File: src/rom_patch_params.svh
// Constants for the ROM fetch patch unit
`ifndef ROM_PATCH_PARAMS_SVH
`define ROM_PATCH_PARAMS_SVH

`define PATCH_CHANNELS 4
`define PATCH_ADDR_W 32
`define PATCH_ADDR_MASK 32'h000ffffe
`define PATCH_ADDR_RESET 32'h00000000
`define PATCH_ENABLE_RESET 8'h00
`define PATCH_ENABLE_MASK 8'h0f
`define DEBUG_TRAP_VECTOR 32'h00000060
`define DEBUG_TRAP_OPCODE_DEFAULT 32'h0000f840
`define REG_PATCH_ADDRESS_0 6'h00
`define REG_PATCH_ADDRESS_1 6'h04
`define REG_PATCH_ADDRESS_2 6'h08
`define REG_PATCH_ADDRESS_3 6'h0c
`define REG_PATCH_ENABLE_CONTROL 6'h10
`define REG_UNMAPPED_READ 32'h00000000

`endif

File: src/rom_patch_pkg.sv
// Types for the ROM fetch patch unit
package rom_patch_pkg;

    typedef struct packed {
        logic [5:0] address;
        logic read;
        logic write;
        logic [3:0] byteenable;
        logic [31:0] writedata;
    } avalon_req_t;

    typedef struct packed {
        logic [31:0] readdata;
        logic waitrequest;
    } avalon_rsp_t;

    typedef struct packed {
        logic valid;
        logic [31:0] address;
    } fetch_req_t;

    typedef struct packed {
        logic valid;
        logic [31:0] data;
    } fetch_rsp_t;

    typedef enum logic [1:0] {
        BUS_IDLE = 2'b00,
        BUS_ACK = 2'b01
    } bus_state_t;

endpackage : rom_patch_pkg

File: src/patch_match.sv
// Comparator bank that flags a fetch hitting an enabled patch address
`timescale 1ns/1ps
`default_nettype none
`include "rom_patch_params.svh"

module patch_match
(
    input wire logic [`PATCH_CHANNELS*32-1:0] patch_addresses,
    input wire logic [`PATCH_CHANNELS-1:0] channel_enables,
    input wire logic [31:0] fetch_address,
    output logic hit
);

    logic [`PATCH_CHANNELS-1:0] ch_hit;

    // ------------------------------------------------------------
    // Per-channel compare
    // ------------------------------------------------------------
    genvar gi;
    generate
        for (gi = 0; gi < `PATCH_CHANNELS; gi = gi + 1)
        begin : g_cmp
            assign ch_hit[gi] = channel_enables[gi] &&
                (patch_addresses[gi*32 +: 32] == fetch_address);
        end
    endgenerate

    assign hit = |ch_hit;

endmodule : patch_match
`default_nettype wire

File: src/rom_fetch_patch_unit.sv
// ROM fetch patch unit: register file and fetch substitution
//
// Summary of operation
// - Four independent patch address registers each hold a code address to replace.
// - Each patch address is a 32-bit word whose halves are also writable alone as 16-bit lanes.
// - Reset clears every patch address register to zero.
// - Bit 0 and bits 20 to 31 of each patch address always read as zero.
// - The enable control register holds one enable per channel in bits 3 to 0, bits 7 to 4 read zero.
// - The enable control register allows byte access, bit access by read-modify-write, and resets to 00h.
// - A fetch at an enabled patch address returns the debug trap opcode instead of ROM code.
// - The debug trap opcode sends the CPU to the fixed vector 00000060h.
// - Only an instruction fetch with fetch_valid high at an enabled patch address returns the trap opcode.
//
// Register access over Avalon-MM and the register offsets are this design's own decisions.
`timescale 1ns/1ps
`default_nettype none
`include "rom_patch_params.svh"

module rom_fetch_patch_unit
#(
    parameter logic [31:0] DEBUG_TRAP_OPCODE = `DEBUG_TRAP_OPCODE_DEFAULT
)
(
    input wire logic clk,
    input wire logic nrst,
    input wire logic [5:0] avs_address,
    input wire logic avs_read,
    input wire logic avs_write,
    input wire logic [3:0] avs_byteenable,
    input wire logic [31:0] avs_writedata,
    output logic [31:0] avs_readdata,
    output logic avs_waitrequest,
    input wire logic fetch_valid,
    input wire logic [31:0] fetch_address,
    input wire logic [31:0] rom_data,
    output logic [31:0] fetch_data,
    output logic fetch_patched,
    output logic [31:0] trap_vector
);

    rom_patch_pkg::avalon_req_t req;
    rom_patch_pkg::bus_state_t state_ff;
    rom_patch_pkg::bus_state_t nxt_state;
    logic [31:0] addr_ff [`PATCH_CHANNELS];
    logic [31:0] nxt_addr [`PATCH_CHANNELS];
    logic [7:0] enable_ff;
    logic [7:0] nxt_enable;
    logic [31:0] readdata_ff;
    logic [31:0] nxt_readdata;
    logic [`PATCH_CHANNELS*32-1:0] addr_flat;
    logic hit;
    logic [31:0] lane_mask;
    logic access;

    assign req.address = avs_address;
    assign req.read = avs_read;
    assign req.write = avs_write;
    assign req.byteenable = avs_byteenable;
    assign req.writedata = avs_writedata;

    // ------------------------------------------------------------
    // Bus handshake: one wait cycle, acknowledge in second
    // ------------------------------------------------------------
    assign access = req.read || req.write;
    assign avs_waitrequest = access && (state_ff != rom_patch_pkg::BUS_ACK);

    always_comb
    begin
        nxt_state = rom_patch_pkg::BUS_IDLE;
        if (access && state_ff == rom_patch_pkg::BUS_IDLE)
        begin
            nxt_state = rom_patch_pkg::BUS_ACK;
        end
    end

    // ------------------------------------------------------------
    // Byte-lane mask
    // ------------------------------------------------------------
    always_comb
    begin
        lane_mask = {{8{req.byteenable[3]}}, {8{req.byteenable[2]}},
                     {8{req.byteenable[1]}}, {8{req.byteenable[0]}}};
    end

    // ------------------------------------------------------------
    // Register writes and read mux
    // ------------------------------------------------------------
    always_comb
    begin
        nxt_enable = enable_ff;
        nxt_readdata = readdata_ff;
        for (int i = 0; i < `PATCH_CHANNELS; i++)
        begin
            nxt_addr[i] = addr_ff[i];
        end
        if (req.write && state_ff == rom_patch_pkg::BUS_ACK)
        begin
            for (int i = 0; i < `PATCH_CHANNELS; i++)
            begin
                if (req.address == 6'(i * 4))
                begin
                    nxt_addr[i] = ((addr_ff[i] & ~lane_mask) | (req.writedata & lane_mask))
                        & `PATCH_ADDR_MASK;
                end
            end
            if (req.address == `REG_PATCH_ENABLE_CONTROL && req.byteenable[0])
            begin
                nxt_enable = req.writedata[7:0] & `PATCH_ENABLE_MASK;
            end
        end
        if (req.read && state_ff == rom_patch_pkg::BUS_IDLE)
        begin
            nxt_readdata = `REG_UNMAPPED_READ;
            unique case (req.address)
                `REG_PATCH_ADDRESS_0: nxt_readdata = addr_ff[0];
                `REG_PATCH_ADDRESS_1: nxt_readdata = addr_ff[1];
                `REG_PATCH_ADDRESS_2: nxt_readdata = addr_ff[2];
                `REG_PATCH_ADDRESS_3: nxt_readdata = addr_ff[3];
                `REG_PATCH_ENABLE_CONTROL: nxt_readdata = {24'h000000, enable_ff};
                default: nxt_readdata = `REG_UNMAPPED_READ;
            endcase
        end
    end

    always_ff @(posedge clk)
    begin
        if (!nrst)
        begin
            state_ff <= rom_patch_pkg::BUS_IDLE;
            enable_ff <= `PATCH_ENABLE_RESET;
            readdata_ff <= 32'h00000000;
            for (int i = 0; i < `PATCH_CHANNELS; i++)
            begin
                addr_ff[i] <= `PATCH_ADDR_RESET;
            end
        end
        else
        begin
            state_ff <= nxt_state;
            enable_ff <= nxt_enable;
            readdata_ff <= nxt_readdata;
            for (int i = 0; i < `PATCH_CHANNELS; i++)
            begin
                addr_ff[i] <= nxt_addr[i];
            end
        end
    end

    assign avs_readdata = readdata_ff;

    // ------------------------------------------------------------
    // Fetch substitution, combinational so no delay is added
    // ------------------------------------------------------------
    genvar gi;
    generate
        for (gi = 0; gi < `PATCH_CHANNELS; gi = gi + 1)
        begin : g_flat
            assign addr_flat[gi*32 +: 32] = addr_ff[gi];
        end
    endgenerate

    patch_match u_match
    (
        .patch_addresses(addr_flat),
        .channel_enables(enable_ff[`PATCH_CHANNELS-1:0]),
        .fetch_address(fetch_address),
        .hit(hit)
    );

    assign fetch_patched = fetch_valid && hit;
    assign fetch_data = fetch_patched ? DEBUG_TRAP_OPCODE : rom_data;
    assign trap_vector = `DEBUG_TRAP_VECTOR;

endmodule : rom_fetch_patch_unit
`default_nettype wire

File: config.mk
export PLATFORM = sky130hd
export DESIGN_NAME = rom_fetch_patch_unit
export DESIGN_NICKNAME = d
export VERILOG_FILES = /design/src/rom_patch_pkg.sv /design/src/patch_match.sv /design/src/rom_fetch_patch_unit.sv
export VERILOG_INCLUDE_DIRS = /design/src
export SDC_FILE = /design/constraint.sdc
export NUM_CORES = 1
export LEC_CHECK = 0
export BUFFER_PORTS_ARGS = -buffer_cell sky130_fd_sc_hd__buf_2
export CAP_MARGIN = 20
export CORE_AREA = 2 2 108 110
export DETAILED_ROUTE_END_ITERATION = 7
export DIE_AREA = 0 0 110 112
export GPL_ROUTABILITY_DRIVEN = 0
export PLACE_DENSITY = 0.85
export SYNTH_ARGS = -nofsm -noshare
export SYNTH_HDL_FRONTEND = slang
export SYNTH_SLANG_ARGS = --single-unit
File: constraint.sdc
create_clock -name clk -period 5 [get_ports clk]
set_input_delay 1 -clock clk [delete_from_list [all_inputs] [get_ports clk]]
set_output_delay 1 -clock clk [all_outputs]
set_load 0.005 [all_outputs]
Word-level counts from Yosys, hierarchy flattened

Memory sizes are Yosys's and may differ from the RTL's.
Cells that the tools add are included.

Bits in registers: 38
Bits in latches: 0
RAM bits: 128
ROM bits: 0
Output and inout port bits: 98
Word-level logic and storage cells: 57
Memories: 1

Memories:

| memory  | words | bits a word | read ports | clocked after memory_dff | wr ports | line                       | RTL |
|---|---|---|---|---|---|---|---|
| addr_ff | 4     | 32          | 4          | 0                        | 4        | rom_fetch_patch_unit.sv:44 | `` logic [31:0] addr_ff [`PATCH_CHANNELS]; `` |

Add/sub/neg operators: 0
Multiply operators: 0
Divide/modulo/power cells: 0
Order comparisons: 0
Equality and inequality tests: 10
Shifts and indexed selects: 0
Mux-type cells: 14
Bitwise operators: 14
Reduce and logical (&&, ||, !) cells: 15

Operators by type and width:

| kind                 | number |
|---|---|
| $mux W32             | 9 |
| $pmux W32 S5         | 1 |
| $eq A32 B32 Y1       | 4 |
| $mux W128            | 1 |
| $and A20 B20 Y20     | 5 |
| $or A20 B20 Y20      | 4 |
| $not A20 Y20         | 1 |
| $eq A6 B4 Y1 const B | 2 |
| $logic_and A1 B1 Y1  | 10 |
| $eq A6 B3 Y1 const B | 1 |
| $eq A6 B5 Y1 const B | 1 |
| $logic_not A6 Y1     | 1 |
| $or A1 B1 Y1         | 4 |
| $reduce_or A4 Y1     | 1 |
| $mux W1              | 3 |
| $eq A2 B1 Y1 const B | 1 |
| $logic_not A2 Y1     | 1 |
| $ne A2 B1 Y1 const B | 1 |
| $reduce_and A2 Y1    | 1 |
| $logic_or A1 B1 Y1   | 1 |

Logic depth before layout (Yosys ltp)

Depth after elaboration: 6
Depth in mapped cells: 8
Gate-level depth less buffers: 6

By module

Synthesis repeated with hierarchy kept, for this count alone.

Cells, all modules: 691
Area, all modules: 6397.4 um2

Modules (own cells, without submodules):

| module               | instances | cells each | area an instance (um2) | seq. area each (um2) |
|---|---|---|---|---|
| rom_fetch_patch_unit | 1         | 514        | 4988.5                 | 2021.9 |
| patch_match          | 1         | 177        | 1408.9                 | 0.0 |

Least setup slack after synthesis

No wires, ideal clock.

Kind: input to output
From: input fetch_address[15]
To: output fetch_data[29]
Arrival: 2.273 ns
Required time: 4.000 ns
Slack: 1.727 ns
Stages: 7
Path through: xor2_1 nor4_1 nand4_1 nor4_2 o31ai_2 buf_6 and2_1

Cells in the longest elaborated chain, start to end: 5
Elaborated cells between the ends (all ways): 11

Ends and longest elaborated chain:

| element               | line                        | RTL |
|---|---|---|
| start, declared       | rom_fetch_patch_unit.sv:34  | `input wire logic [31:0] fetch_address,` |
| $eq A32 B32 Y1        | patch_match.sv:24           | `(patch_addresses[gi*32 +: 32] == fetch_address);` |
| $logic_and A1 B1 Y1   | patch_match.sv:23           | `assign ch_hit[gi] = channel_enables[gi] &&` |
| $reduce_or A4 Y1 *    | patch_match.sv:28           | `assign hit = \|ch_hit;` |
| $logic_and A1 B1 Y1 * | rom_fetch_patch_unit.sv:170 | `assign fetch_patched = fetch_valid && hit;` |
| $mux W32 *            | rom_fetch_patch_unit.sv:171 | `assign fetch_data = fetch_patched ? DEBUG_TRAP_OPCODE : rom_data;` |
| end, declared         | rom_fetch_patch_unit.sv:36  | `output logic [31:0] fetch_data,` |

Every way passes the cells marked *; elsewhere a longest branch is shown, timed or not.

Worst setup path after layout

From: input fetch_address[9]
To: output fetch_data[25]

The elaborated chain is that of the path after synthesis.

==> qor.yml <==
floorplan:
  start_util_pct: 53.7
  core_mm2: 0.0112
  die_w_um: 110
  io_pins: 209
  fp-row-count: 39
  chipHeight_um: 112
  die_area_mm2: 0.0123
grt:
  top_usage_layer: "met2"
  grt_max_degree: 102
  track_usage_pct: 26.3
  met1_usage_pct: 30.7
  grt_pass1_wl_um: 24300
  grt_pass1_vias: 4733
  grt_util_met2_pct: 44.7
  met3_usage_pct: 6.15
  grt-ovfl-total: 0
  antenna_found_initial: 3
placed_design:
  dp_cells: 857
  dp_hpwl_um: 12300
  dpl_worst_slack_ps: 1080
  io_buffers: 151
setup_path:
  start_kind: "primary input"
  worst_r2r_path_depth: 4
  r2r_slack_ps: 3100
  endpoint_kind: "output port"
  cp.required_ps: 4000
  crit_fanout: 33
  arrival_ps: 2920
  regToRegStartpoint: "state_ff[0]"
  slowest_delay_ps: 380
  crit_top_cell: "buf_2"
  crit_chain: "buf_2, xor2_1, nor4_1, nand4_1, nor4_2, o31ai_4, buf_4, and2_4, buf_2"
  crit_type: "primary input to output port"
  critical_path.slowest_cell: "nor4_1"
sta:
  slew-limit-headroom_pct: 30.9
  setup_viol: 0
  worst_pin_slew_ps: 1040
  rsz0062_at_grt: "no"
  clock.fmax_ghz: 0.255
  finalCritPeriodShare_pct: 78.4
  setup_slack_ps: 1080
  hold_viol_final: 0
  finClkSkew_ps: 4.46
  slew_violations: 0
  setup_tns_ps: 0
  period_minus_slack_ps: 3920
  finalHoldWorstSlack_ps: 477
pwr:
  leakage_nw: 3.02
  peakVddDrop_v: 0.000143
  sw_frac_of_total_pct: 24.5
  clkPwrFrac_pct: 40.9
  net-switching-power_w: 0.000418
  p_seq_share_pct: 47.4
  combPwrFrac_pct: 11.7
  powerDensity_mw_per_mm2: 246
  p_int_w: 0.00129
yosys:
  synth_top_area_cell: "dfxtp_1"
  avgSynthCellArea_um2: 10.1
  synth_top_flop_cell: "dfxtp_1"
  synth-async-reset-ratio_pct: 0
  synth_common_cells: "101 x dfxtp_1, 87 x nor2b_1, 69 x mux2i_1"
  ys_ff_latch: 101
  ys_warn_count: 0
  synth_most_common_cell: "dfxtp_1"
  synthCells: 594
  syn_area_mm2: 0.00600
  synth-seq-area-share_pct: 33.7
  synth_cell_types: 43
  synth_edf_count: 0
  synth_top_area_share_pct: 33.7
  synthTopCellsByArea: "dfxtp_1 34%, mux2i_1 12%, nor2b_1 9.1%"
clocking:
  clockBufferDepth: 2
  htreeDepth: 3
  clk_pin_slew_ps: 70
  root_buffer: "clkbuf_16"
  ctsHoldBuffers: 0
  clkLatencyLatePin_ps: 340
  cts_resized: 0
  numCtsBuffers: 9
  cts.sink_count: 101
  cts_setup_buffers: 0
  cts_tree: "built"
run:
  drv_cap: 0
hold_path:
  min_path_type: "flip-flop to flip-flop"
  whs_path_depth: 2
  hold_end: "avs_readdata[0]"
  hp-start: "avs_readdata[0]"
cells_and_area:
  layout-drive-gt1-share_pct: 30.9
  fin_nets: 837
  fin_cells: 877
  nFillCells: 902
  syn_to_final_growth_pct: 15.6
  final_util_pct: 62.1
routing:
  first_pass_iters: 4
  drc: 0
  viasPerCell: 5.49
  routed_wirelength_um: 16600
  num_vias: 4819
  drt-wirelength-per-cell_um: 18.9
  ant_nets: 0
  drtIter0Drc: 274
outcome:
  outcome: "completed"
==> worst max-delay path: cells and delay by family <==
kind            cells  cell delay [ps]
xor+xnor            1              160
simple gates        4             1130
compound gates      1              100
buf+inv             3              520
==> worst max path at each step <==
stage / from / endpoint / slack [ps] / cells past startpoint
2_1_floorplan: fetch_address[15] / fetch_data[29] / 1730 / 7
3_3_place_gp: fetch_address[15] / fetch_data[2] / 1140 / 9
3_5_place_dp: fetch_address[15] / fetch_data[25] / 1080 / 9
4_1_cts: fetch_address[15] / fetch_data[25] / 1070 / 9
5_1_grt: fetch_address[9] / fetch_data[29] / 930 / 9
6_report: fetch_address[9] / fetch_data[25] / 1080 / 9
==> cell type report <==
class	count	area, um^2	share of cell area (%)
antenna	3	7.51	0.108
clock inverter	5	60.1	0.866
multi-input combinational	459	3650	52.6
clock buffer	11	233	3.35
inverter	1	3.75	0.0541
tap	143	179	2.58
timing repair buffer	154	782	11.3
sequential	101	2020	29.1
==> power by group through the flow <==
stage                     registers (W)  clock network [W]  logic, W
after CTS                      0.000809           0.000703  0.000197
after detailed placement       0.000827                  0  0.000195
final                          0.000809           0.000697  0.000199
after global routing           0.000809           0.000734  0.000216
after floorplan                0.000827                  0  0.000125
after global placement         0.000827                  0  0.000192
==> routing by layer <==
metal | vias to the layer above | wire (um)
met5 | - | 0
met4 | 0 | 562
met3 | 37 | 1270
met2 | 234 | 8430
met1 | 2325 | 6340
li1 | 2223 | -
==> metrics by stage <==
stage | total power, W | area [um^2]
2_1_floorplan | 0.000952 | 6160
3_3_place_gp | 0.00102 | 6630
3_5_place_dp | 0.00102 | 6630
4_1_cts | 0.00171 | 6920
5_1_grt | 0.00176 | 6940
6_report | 0.00171 | 6940
==> cell families after synthesis <==
family,after synthesis,share of synthesized area (%)
AND/OR/NAND/NOR,206,23.4
XOR/XNOR,76,11.1
multiplexers,88,18.1
AO/OA/AOI/OAI,45,5.38
buffers and inverters,76,8.24
other,2,0.125
flip-flops,101,33.7
==> cell usage in the layout, fill, tap and decap left out, types with 2 or more instances in the layout <==
cell	netlist	routed
buf_2	10	151
dfxtp_1	101	101
nor2b_1	87	87
mux2i_1	69	69
xor2_1	44	44
conb_1	2	44
xnor2_1	32	32
and2_4	24	24
nand3_1	19	19
a22oi_1	19	19
mux4_2	16	16
nand2_1	15	15
a21boi_0	12	12
nor4_1	11	11
nand4_1	10	10
clkbuf_16	0	9
nand2b_1	6	6
a21oi_1	6	6
nor3b_1	4	4
nor2_1	4	4
and2_1	4	4
diode_2	0	3
nor4_2	3	3
or2b_1	3	3
nor2_4	3	3
mux2_2	3	3
a22o_1	3	3
o21ai_0	3	3
nor4_4	2	2
nor2_8	2	2
or2_1	2	2
clkbuf_1	15	2
buf_4	46	2
Power figures use the tool's default switching activity.
